<file path="src/common/sfc_pkg.sv">
`default_nettype none

package sfc_pkg;

    // ------------------------------------------------------------
    // Register map
    // ------------------------------------------------------------
    localparam int SFC_NUM_REGS = 17;             // Registers in the bank
    localparam int SFC_ADDR_W = 5;                // Register address width
    localparam int SFC_DATA_W = 8;                // Register data width

    localparam logic [4:0] SFC_IDX_RC_COARSE = 5'h00;    // rc_osc_coarse_cal
    localparam logic [4:0] SFC_IDX_RC_OFFSET = 5'h01;    // rc_osc_clock_offset
    localparam logic [4:0] SFC_IDX_OFF_HIGH = 5'h02;     // carrier_word_offset_high
    localparam logic [4:0] SFC_IDX_OFF_LOW = 5'h03;      // carrier_word_offset_low
    localparam logic [4:0] SFC_IDX_CW_TOP = 5'h04;       // carrier_word_top
    localparam logic [4:0] SFC_IDX_CW_MID = 5'h05;       // carrier_word_mid
    localparam logic [4:0] SFC_IDX_CW_BOTTOM = 5'h06;    // carrier_word_bottom
    localparam logic [4:0] SFC_IDX_IF_TWO = 5'h07;       // if_converter_cfg_two
    localparam logic [4:0] SFC_IDX_IF_ONE = 5'h08;       // if_converter_cfg_one
    localparam logic [4:0] SFC_IDX_IF_ZERO = 5'h09;      // if_converter_cfg_zero
    localparam logic [4:0] SFC_IDX_DIG_ONE = 5'h0a;      // synth_digital_one
    localparam logic [4:0] SFC_IDX_LOOP_BW = 5'h0b;      // synth_loop_bandwidth
    localparam logic [4:0] SFC_IDX_CAL_RES = 5'h0c;      // synth_cal_resolution
    localparam logic [4:0] SFC_IDX_DAC_START = 5'h0d;    // synth_tuning_dac_start
    localparam logic [4:0] SFC_IDX_CAL_RSVD = 5'h0e;     // synth_cal_reserved
    localparam logic [4:0] SFC_IDX_LOCK_CFG = 5'h0f;     // synth_lock_detect_cfg
    localparam logic [4:0] SFC_IDX_PUMP = 5'h10;         // synth_pump_current

    // ------------------------------------------------------------
    // Reset values and writable-bit masks, by register index
    // ------------------------------------------------------------
    localparam logic [7:0] SFC_RESET [SFC_NUM_REGS] = '{
        8'h00, 8'h00, 8'h00, 8'h00, 8'h00, 8'h00, 8'h00, 8'h02, 8'ha6,
        8'h04, 8'h08, 8'h5a, 8'h00, 8'h20, 8'h00, 8'h00, 8'h28};
    localparam logic [7:0] SFC_WMASK [SFC_NUM_REGS] = '{
        8'h7f, 8'h1f, 8'hff, 8'hff, 8'hff, 8'hff, 8'hff, 8'h03, 8'hff,
        8'h07, 8'h0f, 8'hff, 8'h1f, 8'h3f, 8'hff, 8'h0f, 8'h3f};

    // ------------------------------------------------------------
    // Field positions
    // ------------------------------------------------------------
    localparam int SFC_RX_BW_LSB = 2;             // Receive loop bandwidth [3:2]
    localparam int SFC_TX_BW_LSB = 0;             // Transmit loop bandwidth [1:0]
    localparam int SFC_HIGH_RES_BIT = 4;          // Gain high resolution enable
    localparam int SFC_LOCK_LSB = 2;              // Lock averaging code [3:2]
    localparam int SFC_OFF_SHIFT = 2;             // 2^18 / 2^16 alignment of offset

    // ------------------------------------------------------------
    // Decode tables
    // ------------------------------------------------------------
    // Loop bandwidth in units of 100 Hz for codes 00..11
    localparam logic [10:0] SFC_BW_TABLE [4] = '{11'd1016, 11'd1317, 11'd1500, 11'd1708};
    // Lock detector averaging cycles for codes 00..10; 11 is unbounded
    localparam logic [10:0] SFC_LOCK_TABLE [3] = '{11'd512, 11'd1024, 11'd256};
    localparam logic [1:0] SFC_LOCK_INFINITE = 2'b11;

endpackage

`default_nettype wire

</file>
<file path="src/design/sfc_field.sv">
`timescale 1ns/1ps
`default_nettype none

// One configuration byte: masked write, fixed reset value
module sfc_field #(
    parameter logic [7:0] RESET_VAL = 8'h00,   // Value after reset
    parameter logic [7:0] WMASK = 8'hff        // Writable bits
) (
    input wire logic core_clk_i,               // Core clock
    input wire logic sys_rst_i,                // Synchronous reset, high
    input wire logic clk_en_i,                 // Clock enable
    input wire logic load_i,                   // Load strobe
    input wire logic [7:0] data_i,             // Load data
    output logic [7:0] value_o                 // Stored byte
);

    // ------------------------------------------------------------
    // State
    // ------------------------------------------------------------
    typedef struct packed {
        logic [7:0] value;                     // Stored byte
    } sfc_field_state_t;

    sfc_field_state_t state_reg;               // Registered state
    sfc_field_state_t state_next;              // Next state

    // Next state: masked bits never leave zero
    always_comb begin
        state_next = state_reg;
        if (load_i) begin
            state_next.value = data_i & WMASK;
        end
    end

    // Reset wins over the clock enable so a frozen block still resets
    always_ff @(posedge core_clk_i) begin
        if (sys_rst_i) begin
            state_reg.value <= RESET_VAL;
        end else if (clk_en_i) begin
            state_reg <= state_next;
        end
    end

    assign value_o = state_reg.value;

endmodule

`default_nettype wire

</file>
<file path="src/design/sfc_regs.sv">
// The address map and the plain strobed port are this design's own decisions.
`timescale 1ns/1ps
`default_nettype none

module sfc_regs
    import sfc_pkg::*;
(
    // ------------------------------------------------------------
    // Clock, reset, enable
    // ------------------------------------------------------------
    input wire logic core_clk_i,                    // Core clock, 125 MHz
    input wire logic sys_rst_i,                     // Synchronous reset, high
    input wire logic clk_en_i,                      // Freezes all state when low

    // ------------------------------------------------------------
    // Register port
    // ------------------------------------------------------------
    input wire logic [SFC_ADDR_W-1:0] reg_addr_i,   // Register index
    input wire logic [SFC_DATA_W-1:0] reg_wdata_i,  // Write data
    input wire logic reg_wr_i,                      // Write strobe
    input wire logic reg_rd_i,                      // Read strobe
    output logic [SFC_DATA_W-1:0] reg_rdata_o,      // Read data, cycle after strobe

    // ------------------------------------------------------------
    // Frequency compensation update
    // ------------------------------------------------------------
    input wire logic auto_compensation_strobe_i,    // Load new offset
    input wire logic [15:0] compensation_offset_i,  // Signed offset to load

    // ------------------------------------------------------------
    // Settings towards the synthesizer and converters
    // ------------------------------------------------------------
    output logic [6:0] rc_coarse_value_o,           // RC oscillator coarse value
    output logic [4:0] rc_clock_offset_test_o,      // RC clock offset, test
    output logic signed [15:0] signed_carrier_offset_o, // Signed frequency offset
    output logic [23:0] carrier_word_o,             // Carrier frequency word
    output logic signed [26:0] vco_word_o,          // VCO word in f_xosc/2^18 units
    output logic [1:0] if_cfg_two_o,                // IF converter test bits
    output logic [7:0] if_cfg_one_o,                // IF converter test bits
    output logic [2:0] if_cfg_zero_o,               // IF converter test bits
    output logic [3:0] synth_digital_one_o,         // Synthesizer test bits
    output logic [3:0] synth_loop_reserved_o,       // Loop register test bits
    output logic [1:0] receive_loop_bandwidth_o,    // Receive bandwidth code
    output logic [1:0] transmit_loop_bandwidth_o,   // Transmit bandwidth code
    output logic [10:0] receive_bw_100hz_o,         // Receive bandwidth, 100 Hz units
    output logic [10:0] transmit_bw_100hz_o,        // Transmit bandwidth, 100 Hz units
    output logic gain_high_resolution_o,            // High-resolution calibration
    output logic [3:0] cal_resolution_reserved_o,   // Calibration test bits
    output logic [5:0] tuning_dac_initial_o,        // Tuning DAC start value
    output logic [7:0] cal_reserved_o,              // Calibration test byte
    output logic [1:0] lock_cfg_reserved_o,         // Lock register test bits
    output logic [10:0] lock_avg_cycles_o,          // Lock averaging length
    output logic lock_avg_infinite_o,               // Unbounded averaging
    output logic [5:0] pump_current_setting_o       // Charge pump setting
);

    // ------------------------------------------------------------
    // Field storage
    // ------------------------------------------------------------
    logic [7:0] reg_val [SFC_NUM_REGS];             // Current byte of each register
    logic reg_load [SFC_NUM_REGS];                  // Load strobe per register
    logic [7:0] reg_load_data [SFC_NUM_REGS];       // Load data per register
    logic addr_mapped;                              // Address hits a register

    // Host writes and compensation updates feed one load per register.
    // The strobe wins a collision on the offset bytes: the measured offset
    // is fresher than a host write landing in the same cycle.
    always_comb begin
        for (int i = 0; i < SFC_NUM_REGS; i++) begin
            reg_load[i] = reg_wr_i && (reg_addr_i == 5'(i));
            reg_load_data[i] = reg_wdata_i;
        end
        if (auto_compensation_strobe_i) begin
            // Both halves load in one cycle, never torn
            reg_load[SFC_IDX_OFF_HIGH] = 1'b1;
            reg_load_data[SFC_IDX_OFF_HIGH] = compensation_offset_i[15:8];
            reg_load[SFC_IDX_OFF_LOW] = 1'b1;
            reg_load_data[SFC_IDX_OFF_LOW] = compensation_offset_i[7:0];
        end
    end

    // One byte cell per register; resets and masks come from the map
    for (genvar g = 0; g < SFC_NUM_REGS; g++) begin : g_field
        sfc_field #(
            .RESET_VAL(SFC_RESET[g]),
            .WMASK(SFC_WMASK[g])
        ) u_field (
            .core_clk_i(core_clk_i),
            .sys_rst_i(sys_rst_i),
            .clk_en_i(clk_en_i),
            .load_i(reg_load[g]),
            .data_i(reg_load_data[g]),
            .value_o(reg_val[g])
        );
    end

    assign addr_mapped = (reg_addr_i < 5'(SFC_NUM_REGS));

    // ------------------------------------------------------------
    // Block state
    // ------------------------------------------------------------
    typedef struct packed {
        logic [7:0] rdata;                          // Read data holding register
        logic signed [26:0] vco_word;               // Combined tuning word
        logic [10:0] rx_bw;                         // Decoded receive bandwidth
        logic [10:0] tx_bw;                         // Decoded transmit bandwidth
        logic [10:0] lock_cycles;                   // Decoded averaging length
        logic lock_inf;                             // Unbounded averaging
    } sfc_regs_state_t;

    sfc_regs_state_t state_reg;                     // Registered state
    sfc_regs_state_t state_next;                    // Next state

    logic [23:0] carrier_word;                      // Assembled carrier word
    logic signed [15:0] offset_word;                // Assembled signed offset
    logic [1:0] rx_code;                            // Receive bandwidth code
    logic [1:0] tx_code;                            // Transmit bandwidth code
    logic [1:0] lock_code;                          // Lock averaging code

    // Word assembly from the byte registers
    assign carrier_word = {reg_val[SFC_IDX_CW_TOP], reg_val[SFC_IDX_CW_MID],
                           reg_val[SFC_IDX_CW_BOTTOM]};
    assign offset_word = {reg_val[SFC_IDX_OFF_HIGH],
                          reg_val[SFC_IDX_OFF_LOW]};
    assign rx_code = reg_val[SFC_IDX_LOOP_BW][SFC_RX_BW_LSB +: 2];
    assign tx_code = reg_val[SFC_IDX_LOOP_BW][SFC_TX_BW_LSB +: 2];
    assign lock_code = reg_val[SFC_IDX_LOCK_CFG][SFC_LOCK_LSB +: 2];

    // Next state: read capture and decoded synthesizer settings
    always_comb begin
        state_next = state_reg;
        // Read data stands only in the cycle after the strobe
        if (reg_rd_i && addr_mapped) begin
            // Masked bits are stored as zero, so they read as zero
            state_next.rdata = reg_val[reg_addr_i];
        end else begin
            state_next.rdata = 8'h00;
        end
        // Carrier word is shifted up two places so that both terms share
        // the 2^18 scale; the offset is sign extended before the sum
        state_next.vco_word = $signed({1'b0, carrier_word, 2'b00})
                              + 27'(offset_word);
        state_next.rx_bw = SFC_BW_TABLE[rx_code];
        state_next.tx_bw = SFC_BW_TABLE[tx_code];
        // Lock averaging: code 11 has no cycle limit
        case (lock_code)
            2'b00, 2'b01, 2'b10: begin
                state_next.lock_cycles = SFC_LOCK_TABLE[lock_code];
                state_next.lock_inf = 1'b0;
            end
            default: begin
                state_next.lock_cycles = 11'h000;
                state_next.lock_inf = (lock_code == SFC_LOCK_INFINITE);
            end
        endcase
    end

    // Register the block state; reset takes constants only
    always_ff @(posedge core_clk_i) begin
        if (sys_rst_i) begin
            state_reg.rdata <= 8'h00;
            state_reg.vco_word <= 27'h0000000;
            state_reg.rx_bw <= 11'd1500;
            state_reg.tx_bw <= 11'd1500;
            state_reg.lock_cycles <= 11'd512;
            state_reg.lock_inf <= 1'b0;
        end else if (clk_en_i) begin
            state_reg <= state_next;
        end
    end

    // ------------------------------------------------------------
    // Outputs
    // ------------------------------------------------------------
    assign reg_rdata_o = state_reg.rdata;
    assign rc_coarse_value_o = reg_val[SFC_IDX_RC_COARSE][6:0];
    // Test-only fields simply keep what the host loaded
    assign rc_clock_offset_test_o = reg_val[SFC_IDX_RC_OFFSET][4:0];
    assign signed_carrier_offset_o = offset_word;
    assign carrier_word_o = carrier_word;
    assign vco_word_o = state_reg.vco_word;
    assign if_cfg_two_o = reg_val[SFC_IDX_IF_TWO][1:0];
    assign if_cfg_one_o = reg_val[SFC_IDX_IF_ONE];
    assign if_cfg_zero_o = reg_val[SFC_IDX_IF_ZERO][2:0];
    assign synth_digital_one_o = reg_val[SFC_IDX_DIG_ONE][3:0];
    assign synth_loop_reserved_o = reg_val[SFC_IDX_LOOP_BW][7:4];
    assign receive_loop_bandwidth_o = rx_code;
    assign transmit_loop_bandwidth_o = tx_code;
    assign receive_bw_100hz_o = state_reg.rx_bw;
    assign transmit_bw_100hz_o = state_reg.tx_bw;
    // Calibration logic lengthens its sequence when this is set
    assign gain_high_resolution_o =
        reg_val[SFC_IDX_CAL_RES][SFC_HIGH_RES_BIT];
    assign cal_resolution_reserved_o = reg_val[SFC_IDX_CAL_RES][3:0];
    assign tuning_dac_initial_o = reg_val[SFC_IDX_DAC_START][5:0];
    assign cal_reserved_o = reg_val[SFC_IDX_CAL_RSVD];
    assign lock_cfg_reserved_o = reg_val[SFC_IDX_LOCK_CFG][1:0];
    assign lock_avg_cycles_o = state_reg.lock_cycles;
    assign lock_avg_infinite_o = state_reg.lock_inf;
    assign pump_current_setting_o = reg_val[SFC_IDX_PUMP][5:0];

endmodule

`default_nettype wire

</file>
<file path="config.mk">
export PLATFORM = sky130hd
export DESIGN_NAME = sfc_regs
export DESIGN_NICKNAME = d
export VERILOG_FILES = /design/src/common/sfc_pkg.sv /design/src/design/sfc_field.sv /design/src/design/sfc_regs.sv
export SDC_FILE = /design/constraint.sdc
export NUM_CORES = 1
export LEC_CHECK = 0
export ABC_AREA = 0
export BUFFER_PORTS_ARGS = -buffer_cell sky130_fd_sc_hd__buf_2
export CAP_MARGIN = 5
export CELL_PAD_IN_SITES_DETAIL_PLACEMENT = 1
export CELL_PAD_IN_SITES_GLOBAL_PLACEMENT = 2
export CORE_MARGIN = 2
export CORE_UTILIZATION = 34
export CTS_CLUSTER_DIAMETER = 60
export DETAILED_ROUTE_END_ITERATION = 8
export GPL_TIMING_DRIVEN = 0
export HOLD_SLACK_MARGIN = 0.1
export PLACE_DENSITY_LB_ADDON = 0.2
export SYNTH_ARGS = -nofsm -noshare
export SYNTH_HDL_FRONTEND = slang
export SYNTH_SLANG_ARGS = --single-unit
</file>
<file path="constraint.sdc">
create_clock -name core_clk_i -period 5.1 [get_ports core_clk_i]
set_input_delay 0.765 -clock core_clk_i [delete_from_list [all_inputs] [get_ports core_clk_i]]
set_output_delay 0.765 -clock core_clk_i [all_outputs]
set_load 0.005 [all_outputs]
</file>
==> results of run 1 <==
## cell type report
cell class | count | area share, %
Timing Repair Buffer | 191 | 9.104
Inverter | 8 | 0.2860
Multi-Input combinational cell | 732 | 46.32
Clock inverter | 14 | 1.954
Sequential cell | 159 | 30.31
Buffer | 87 | 3.980
Tap cell | 324 | 3.861
Clock buffer | 18 | 4.183
## cell usage after synthesis, types with 5 or more instances
| library cell | number | area [um^2] |
|---|---|---|
| sky130_fd_sc_hd__nor3b_1 | 9 | 67.56 |
| sky130_fd_sc_hd__a211o_1 | 13 | 113.9 |
| sky130_fd_sc_hd__xor2_1 | 5 | 43.79 |
| sky130_fd_sc_hd__nand3b_1 | 7 | 52.55 |
| sky130_fd_sc_hd__buf_2 | 10 | 50.05 |
| sky130_fd_sc_hd__dfxtp_1 | 159 | 3183 |
| sky130_fd_sc_hd__ha_1 | 38 | 475.5 |
| sky130_fd_sc_hd__nand2_1 | 74 | 277.8 |
| sky130_fd_sc_hd__nor2_1 | 143 | 536.8 |
| sky130_fd_sc_hd__or4_1 | 5 | 37.54 |
| sky130_fd_sc_hd__o21ai_0 | 40 | 200.2 |
| sky130_fd_sc_hd__nor2b_1 | 32 | 200.2 |
| sky130_fd_sc_hd__o211ai_1 | 5 | 37.54 |
| sky130_fd_sc_hd__clkbuf_1 | 54 | 202.7 |
| sky130_fd_sc_hd__mux4_2 | 17 | 382.9 |
| sky130_fd_sc_hd__a21oi_1 | 93 | 465.5 |
| sky130_fd_sc_hd__mux2i_1 | 75 | 750.7 |
| sky130_fd_sc_hd__nand3_1 | 34 | 170.2 |
| sky130_fd_sc_hd__a21o_1 | 9 | 67.56 |
| sky130_fd_sc_hd__inv_1 | 8 | 30.03 |
| sky130_fd_sc_hd__xnor2_1 | 10 | 87.58 |
| sky130_fd_sc_hd__a211oi_1 | 11 | 82.58 |
| sky130_fd_sc_hd__buf_4 | 21 | 157.7 |
| sky130_fd_sc_hd__nand2b_1 | 17 | 106.4 |
| sky130_fd_sc_hd__nor3_1 | 9 | 45.04 |
| sky130_fd_sc_hd__nand4_1 | 7 | 43.79 |
## flip-flops by register name, indices dropped and copies added (netlist names)
signal / count
g_field.u_field.value_o: 106
vco_word_o: 27
reg_rdata_o: 8
receive_bw_100hz_o: 7
transmit_bw_100hz_o: 7
lock_avg_cycles_o: 3
lock_avg_infinite_o: 1
## metrics by stage
| stage | cell area [um^2] | std cells |
|---|---|---|
| final | 10500 | 1533 |
| after global routing | 10500 | 1533 |
| after CTS | 10500 | 1533 |
| after detailed placement | 9856 | 1501 |
| after global placement | 9856 | 1501 |
| after floorplan | 8494 | 986 |
## worst max path at each step
stage	slack (ns)	cells past startpoint	from	to
after global placement	1.99	9	reg_addr_i[2]	g_field[3].u_field.value_o[5]
final	1.99	8	g_field[2].u_field.value_o[7]	vco_word_o[24]
after detailed placement	1.94	6	clk_en_i	vco_word_o[10]
after floorplan	2.55	8	g_field[3].u_field.value_o[2]	vco_word_o[24]
after global routing	1.82	8	g_field[2].u_field.value_o[7]	vco_word_o[24]
after CTS	2.02	8	g_field[2].u_field.value_o[7]	vco_word_o[24]
## tightest hold or removal path: stages, from the launching register on
cell and delay (ns):
sky130_fd_sc_hd__dfxtp_1 0.32, sky130_fd_sc_hd__nand2_1 0.04, sky130_fd_sc_hd__o21ai_0 0.05
## layer usage
layer / global-route usage (%) / vias to the layer above
met5: 0 / -
met4: 8.689 / 0
met3: 4.392 / 45
met2: 40.93 / 257
met1: 36.20 / 4076
li1: - / 3870
## kinds of logic after synthesis
group / after synthesis
AO/OA/AOI/OAI: 214
other: 1
buffers and inverters: 95
flip-flops: 159
adder cells (fa/ha/maj): 39
AND/OR/NAND/NOR: 359
multiplexers: 95
XOR/XNOR: 15
## power groups by stage
stage | combinational (mW) | sequential [mW] | clock, mW
global placement | 0.266 | 1.31 | 0
global route | 0.294 | 1.28 | 1.50
detailed placement | 0.268 | 1.31 | 0
CTS | 0.270 | 1.28 | 1.45
floorplan | 0.155 | 1.30 | 0
finish | 0.271 | 1.28 | 1.43
==> results.md, run 1 <==
Power:
- The total power after layout is 2.983 mW.
- Per report_power, the combinational group accounts for under 10% of the total.
- The peak supply drop is 181.6 uV.
- The analysis attributes to net switching a power of 0.7898 mW.
- The internal power of the cells totals approximately 2.2 mW.
- In this run, the clock network consumes 48.0% of the power.
- The power per cell area is approximately 280 nW/um^2.
- Net switching is between 20% and 30% of the power.
- Summed over all cells, the static leakage comes to 4.380 nW.
- The register share of total power is 43.0%.

Clock network:
- Buffers inserted during clock tree synthesis total 17.
- The register clock-pin slew on the reported worst setup and hold paths is 0.07 ns.
- Counting every sink on the clock net gives 159.
- The post-cts sizing count is 0.
- The TritonCTS clock tree is yes.
- CTS built an H-tree with a depth of 4.
- The source-to-sink clock delay at the later pin of the worst-skew pair is between 0.4 and 0.5 ns.
- The clock passes through at most 2 buffers.
- The number of hold buffers added after CTS is 0.
- Once the clock tree was built, the setup fixing pass inserted 0 buffers.
- The cell sitting at the root of the clock tree is a sky130_fd_sc_hd__clkbuf_16.

Setup path:
- The startpoint type of the worst setup path is a flip-flop.
- In this run the register-to-register setup slack is between 1.5 and 2 ns.
- The endpoint identified for the worst register-to-register timing path is vco_word_o[24].
- STA puts the critical path data arrival time at 3.49 ns.
- The largest fanout on the critical path is 16.
- The worst stage delay on the critical path is 0.86 ns.
- For the worst flop-to-flop path, the logic depth is 8.
- STA puts the critical path data required time at 5.47 ns.
- In this run the critical register-to-register path is launched from g_field[2].u_field.value_o[7].
- The cell family with the largest share of critical-path delay is flip-flops.
- The largest individual stage delay along the critical path comes from the cell sky130_fd_sc_hd__dfxtp_1.
- STA classifies the critical path endpoint as a flip-flop.
- The worst path buffer plus inverter count is 1.
- Traced cell by cell, the critical path runs through ha_1 > clkbuf_1 > a211o_1 > a21oi_1 > o21ai_0 > nor2b_1 > or4_1 > nand3_1.
- The path type of the worst setup path is flip-flop to flip-flop.

Layout:
- The core utilization of the finished layout is 43.05%.
- Leaving out fill and tap cells, the most frequent cell in the layout is sky130_fd_sc_hd__buf_2.
- The number of fill cells in the layout is 3,027.
- The multi-input logic area is approximately 4900 um^2.
- Leaving out fill and tap cells, the most frequent cells in the layout are sky130_fd_sc_hd__buf_2 (201), sky130_fd_sc_hd__dfxtp_1 (159), sky130_fd_sc_hd__nor2_1 (143), sky130_fd_sc_hd__a21oi_1 (93), sky130_fd_sc_hd__mux2i_1 (75).
- The post-route netlist has 23.74% of its cells at a drive strength greater than 1.
- The register area is 3183 um^2.
- The number of diodes is 0.
- In the final design database the tool counted between 1k and 1.5k nets.
- The area overhead of the layout relative to synthesis is 24.11%.

Global route:
- The first-pass GRT wire length is 50,780 um.
- The via count of the first global-routing pass is a little over 8k.
- Entering global routing, the biggest net connects 17 pins.
- Global routing used 25.98% of the available tracks across all layers.
- The global-route congestion overflow total is 0.
- The initial antenna violation count is 1.

Floorplanning:
- The die is 161.7 um wide.
- The effective utilization at floorplan is 34.69%.
- The die height is 161.7 um.
- The number of ports placed on the die boundary is 208.
- Row generation in the floorplan step produced 57 rows.
- The core outline area is 24,390 um^2.
- The die area is 26,160 um^2.

Placed design:
- Routability-driven placement finished with a final weighted congestion of 0.9245.
- Port buffering added 191 buffers.
- The detailed-placement wirelength estimate is 26,050 um.
- The worst slack at placement is about 1.9 ns.

Drt:
- The residual antenna-violating net count after detailed routing is 0.
- The final layout contains routed wiring with a total length of 34,170 um.
- The uppermost layer routed is met4.
- The number of vias in the routed layout is 8,248.
- In the final routed layout, each cell accounts on average for about 22 um.
- The average vias per placed instance is 5.380.
- The detailed router's first-iteration violation count is approximately 450.
- The met1 wire length is 16,070 um.
- After detailed routing, the number of remaining DRC violations is 0.
- Before antenna repair, the detailed router went through 4 iterations.
- The met3 routed wirelength is 1692 um.
- Detailed routing placed a total of 15,430 um of wire on met2.

Worst hold path:
- In this run the worst hold path is classified as flip-flop to flip-flop.
- The worst hold path terminates at vco_word_o[19].
- The origin of the worst min-delay path is vco_word_o[19].
- The count of cells along the worst hold path is 2.

Timing:
- The final-report max-slew violation count is 0.
- For the pin with the worst max-slew slack, the measured transition is 1.000 ns.
- The final setup skew is 0.007955 ns.
- For the final routed database, the setup TNS stands at 0 ns.
- The top achievable clock speed is 0.3212 GHz.
- The shortest clock period the worst path allows after layout is ~3.1 ns.
- The final critical path takes up 61.05% of the cycle.
- Setup repair after global routing left no endpoint under its margin.
- The number of hold violations in the final report was 0.
- The post-route worst hold slack is 0.4513 ns.
- The worst-case headroom to the max-slew limit is 33.07%.
- The worst setup slack after layout is 1.986 ns.
- Setup violations remaining at the end of the flow were counted as 0.

Synth:
- The share of the synthesized area in compound gates (AO/OA/AOI/OAI) is 15.68%.
- The number of synthesized flops with an enable pin is 0.
- The synthesized netlist devotes between 20 and 25% of its cell area to simple gates.
- After synthesis, the share of flip-flops with an asynchronous set or reset is 0%.
- The total of warnings raised by yosys is 0.
- The dominant combinational cell family by area after synthesis is simple AND/OR/NAND/NOR gates.
- The portion of synthesized area spent on multiplexers is 13.80%.
- Averaged over all synthesized cells, the footprint is 8.660 um^2.
- The post-synthesis instance area is 8461 um^2.
- The post-synthesis xor/xnor area fraction is under 10%.
- The main flop type after synthesis is sky130_fd_sc_hd__dfxtp_1.
- In this run, synthesis produced a sequential element count of about 160.
- The post-synthesis sequential area ratio is 37.62%.
- The number of unique standard cell types used by synthesis is 64.
- Summing the areas of all fa, ha and maj instances in the mapped netlist gives 5.856% of the synthesized area.
- The instance count of the mapped netlist is 977.

Run:
- Max-cap violations in this run came to 0.

Outcome:
- The run finished with clean final reports.
Note: power is estimated with default switching activity, not from simulation.
==> run 2, diff against run 1 <==
--- a/config.mk
+++ b/config.mk
@@ -5,13 +5,13 @@
 export SDC_FILE = /design/constraint.sdc
 export NUM_CORES = 1
 export LEC_CHECK = 0
-export ABC_AREA = 0
+export ABC_AREA = 1
 export BUFFER_PORTS_ARGS = -buffer_cell sky130_fd_sc_hd__buf_2
 export CAP_MARGIN = 5
 export CELL_PAD_IN_SITES_DETAIL_PLACEMENT = 1
 export CELL_PAD_IN_SITES_GLOBAL_PLACEMENT = 2
 export CORE_MARGIN = 2
-export CORE_UTILIZATION = 34
+export CORE_UTILIZATION = 29
 export CTS_CLUSTER_DIAMETER = 60
 export DETAILED_ROUTE_END_ITERATION = 8
 export GPL_TIMING_DRIVEN = 0
==> constraint.sdc (replaced) <==
create_clock -name core_clk_i -period 3 [get_ports core_clk_i]
set_input_delay 0.45 -clock core_clk_i [delete_from_list [all_inputs] [get_ports core_clk_i]]
set_output_delay 0.45 -clock core_clk_i [all_outputs]
set_load 0.005 [all_outputs]
==> run 2 against run 1 <==
  * Sequential cell count unchanged
  * Global-route usage down 1.2 points
  * Setup slack worse by 1.5 ns
  * Critical path depth up 3
  * Register-to-register slack worse by 1.5 ns
  * Non-clock buffer count down 12
  * Clock-buffer cell count down 1
  * Area after synthesis up 3.3%
  * Critical path type unchanged
  * Largest power group is now sequential cells
  * Highest routed layer unchanged
==> results.md, run 2 <==
Synth:
- Sorting the synthesized cells by area gives the leading types as sky130_fd_sc_hd__dfxtp_1 (36%), sky130_fd_sc_hd__nand2_1 (15%), sky130_fd_sc_hd__inv_1 (8.4%).
- In this run, synthesis inferred 0 flip-flops with an integrated enable.
- The largest area contributor in the netlist is sky130_fd_sc_hd__dfxtp_1.
- The share of synthesized flip-flops with an asynchronous set or reset is 0%.
- The share of Yosys cell area claimed by the top area cell type is a little over a third.
- The post-synthesis instance area is slightly below 9000 um^2.
- Sorting the synthesized cells by how often they occur yields sky130_fd_sc_hd__nand2_1 (342), sky130_fd_sc_hd__inv_1 (196), sky130_fd_sc_hd__dfxtp_1 (159), sky130_fd_sc_hd__o21ai_0 (141), sky130_fd_sc_hd__nor2_1 (124).
- The most instantiated library cell after synthesis is sky130_fd_sc_hd__nand2_1.
- The per-instance average area after synthesis is 6.501 um^2.
- The total of warnings raised by yosys is 0.
- The number of different library cells used by synthesis comes to 34.
- The number of register bits inferred by synthesis is roughly 160.
- The post-synthesis sequential area ratio is 36.41%.
- The instance count of the mapped netlist is 1,345.
- Among all flip-flop cells after synthesis, the most frequent one is sky130_fd_sc_hd__dfxtp_1.

Clock network:
- The register clock-pin slew on the reported worst setup and hold paths is ~0.080 ns.
- The clock net in this run drives a total of 159 sinks.
- The source-to-sink clock delay at the later pin of the worst-skew pair is 0.44 ns.
- The post-CTS setup buffer count is 0.
- The count of H-tree levels built during CTS is 4.
- The clock root buffer is sky130_fd_sc_hd__clkbuf_16.
- The number of buffers inserted during clock tree synthesis is 17.
- Once the clock tree was built, the resizer swapped 0 gates to a different size.
- After clock tree synthesis, the flow added hold-fix buffers numbering 0.
- The TritonCTS clock tree is yes.
- In this run the deepest clock path goes through 2 buffers.

Layout:
- Counting the fill cells in the layout gives 3,950.
- The area overhead of the layout relative to synthesis is 23.57%.
- Cells with a size suffix above 1 make up 17.54% of the layout.
- The most common cell after layout, fill and taps aside is sky130_fd_sc_hd__nand2_1.
- The register with the most flip-flops in the layout has 106 of them.
- The number of nets in the layout is approximately 1.6k.
- In the layout the commonest cells are sky130_fd_sc_hd__nand2_1 (342), sky130_fd_sc_hd__buf_2 (205), sky130_fd_sc_hd__inv_1 (196), sky130_fd_sc_hd__dfxtp_1 (159), sky130_fd_sc_hd__o21ai_0 (141).
- The repair_antennas step left the layout with diodes totalling 0.
- Cells fill 36.45% of the core in the end.

Drt:
- The average vias per placed instance is 4.859.
- Signal routing reaches up to met4.
- Detailed routing inserted a total of ~9.6k vias.
- The detail route stage leaves a number of antenna-violating nets equal to 0.
- After detailed routing, the wire length on met1 is 18,620 um.
- The met3 routed wirelength is 1998 um.
- The average wire per cell in the routed design is 19.74 um.
- The post-route DRC violation count is 0.
- Wire segments on met2 add up to 17,540 um in the final route.
- Wires add up to 38,870 um.
- The detailed router finished its first iteration with 655 violations.
- The number of detailed-routing iterations run before antenna repair is 5.

Placed design:
- The placer congestion estimate is 0.9120.
- The count of buffers added on input and output ports is 193.
- The detailed-placement wirelength estimate is roughly 31,000 um.

Setup path:
- Of all nets on the critical path, the largest fanout is 15.
- The worst stage delay on the critical path is roughly 0.86 ns.
- STA classifies the critical path startpoint as a flip-flop.
- The kind of end point of the critical path is a flip-flop.
- The endpoint identified for the worst register-to-register timing path is vco_word_o[26].
- The cell with the most instances on the worst path is sky130_fd_sc_hd__nand2_1.
- The critical path goes through ha_1 > nand2_1 > inv_1 > nand2_1 > nand2_1 > a21oi_1 > nand3_1 > nand2_1 > nand3_1 > nand2_1 > inv_1.
- Setup slack on the worst reg-to-reg path comes out at 0.52 ns.
- The required arrival time at the worst endpoint is approximately 3.3 ns.
- STA puts the critical path data arrival time at 2.81 ns.
- The number of cells on the worst reg-to-reg path is 11.
- The largest individual stage delay along the critical path comes from the cell sky130_fd_sc_hd__dfxtp_1.
- The path type of the worst setup path is flip-flop to flip-flop.
- The launching point of the worst reg2reg path is g_field[2].u_field.value_o[7].

Timing:
- Setup repair after global routing left no endpoint under its margin.
- The post-route setup TNS is 0 ns.
- The shortest clock period the worst path allows after layout is 2.482 ns.
- In the finished design, the share of the clock period the worst path needs comes to between 80 and 90%.
- The measured slew at the worst slew-check pin is 0.8870 ns.
- The final-report max-slew violation count was 0.
- The number of hold violations in the final report was 0.
- The top achievable clock speed is a little over 0.4 GHz.
- Across the routed clock network, the largest skew measured is 0.01342 ns.
- The worst pin sits at a relative slew slack of 40.86%.
- Setup violations remaining at the end of the flow were counted as 0.

Floorplanning:
- The die height is 177.6 um.
- The die area is 31,550 um^2.
- The row count is between 60 and 70.
- The effective utilization at floorplan is 29.50%.
- In this run the horizontal extent of the chip is 177.6 um.
- The number of ports placed on the die boundary is 208.
- The core outline area is around 30,000 um^2.

Global route:
- The global-route congestion overflow total is 0.
- The first-pass GRT wire length is 57,790 um.
- The initial antenna violation count came to 2.
- Entering global routing, the biggest net connects 17 pins.
- The via count of the first global-routing pass came to 9,449.
- In the global route stage, overall resource usage came out at 24.76%.

Worst hold path:
- The origin of the worst min-delay path is compensation_offset_i[3].
- The worst hold path was traced through 3 stages.
- The type of the most critical hold path is input pin to flip-flop.
- The worst min-delay path endpoint is g_field[3].u_field.value_o[3].

Power:
- VDD sags by at most 368.6 uV.
- Cell internal power was estimated by the tool at 3.531 mW.
- In this run the power density over the cells is 465.8 nW/um^2.
- In this run the power spent charging and discharging nets is 1.501 mW.
- For this design the static power due to leakage is between 5 and 6 nW.
- The combinational share of power is 11.5%.
- The register share of total power is 44.4%.
- The switching portion of total power is ~30%.
- The clock network is responsible for around 44% of the overall power.

Outcome:
- The flow ran to the end, and the final reports show no timing, DRC or antenna violations.

Run:
- The number of maximum-capacitance violations is 0.
==> run 2: cell type report <==
| class | instances | area, um^2 | share of cell area, % |
|---|---|---|---|
| Inverter | 203 | 762.0 | 7.053 |
| Tap cell | 390 | 488.0 | 4.517 |
| Clock buffer | 17 | 425.4 | 3.937 |
| Multi-Input combinational cell | 919 | 4461 | 41.29 |
| Timing Repair Buffer | 193 | 965.9 | 8.940 |
| Sequential cell | 159 | 3183 | 29.46 |
| Buffer | 73 | 371.6 | 3.439 |
| Clock inverter | 15 | 147.6 | 1.367 |
==> run 2: kinds of logic after synthesis <==
group	after synthesis	share of synthesized area, %
and+or+nand+nor	561	26.14
AOI/OAI and AO/OA	300	17.87
buffers and inverters	276	12.97
DFF	159	36.41
adders and majority gates	39	5.667
xor gates and xnor gates	9	0.9016
other	1	0.04289
==> run 2: per-layer routing <==
| layer | global-route usage, % | vias to the layer above |
|---|---|---|
| met5 | 0 | - |
| li1 | - | 4699 |
| met4 | 6.148 | 0 |
| met2 | 39.89 | 268 |
| met3 | 3.599 | 38 |
| met1 | 34.62 | 4563 |
==> run 2: how the worst max path moves through the flow <==
stage	startpoint	end	slack (ns)	cells after the start
2_1_floorplan	g_field[2].u_field.value_o[7]	vco_word_o[16]	1.20	11
4_1_cts	g_field[2].u_field.value_o[7]	vco_word_o[16]	0.55	11
3_5_place_dp	g_field[2].u_field.value_o[7]	vco_word_o[16]	0.57	11
6_report	g_field[2].u_field.value_o[7]	vco_word_o[26]	0.52	11
3_3_place_gp	g_field[2].u_field.value_o[7]	vco_word_o[16]	0.59	11
5_1_grt	g_field[2].u_field.value_o[7]	vco_word_o[16]	0.31	11
==> run 2: power groups by stage <==
stage / logic [mW] / clock network [mW] / registers, mW
finish: 0.577 / 2.22 / 2.23
global route: 0.642 / 2.33 / 2.24
CTS: 0.581 / 2.25 / 2.23
detailed placement: 0.577 / 0 / 2.28
global placement: 0.570 / 0 / 2.28
floorplan: 0.305 / 0 / 2.26
==> run 2: metrics by stage <==
step / setup WS, ns / std cells / instance area (um^2) / power, mW / hold WS, ns
final: 0.5178 / 1969 / 10800 / 5.033 / 0.2744
after global routing: 0.3116 / 1969 / 10800 / 5.210 / 0.2810
after CTS: 0.5496 / 1969 / 10800 / 5.065 / 0.2664
after detailed placement: 0.5671 / 1937 / 10230 / 2.860 / 0.4586
after global placement: 0.5903 / 1937 / 10230 / 2.853 / 0.4512
after floorplan: 1.204 / 1354 / 8777 / 2.567 / 0.4448
==> run 2: critical path, delay by kind of cell, from the launching register on <==
kind	cells	cell delay, ns
flops	1	0.86
simple gates	7	0.72
fa+ha+maj	1	0.45
compound gates	1	0.20
buf+inv	2	0.12
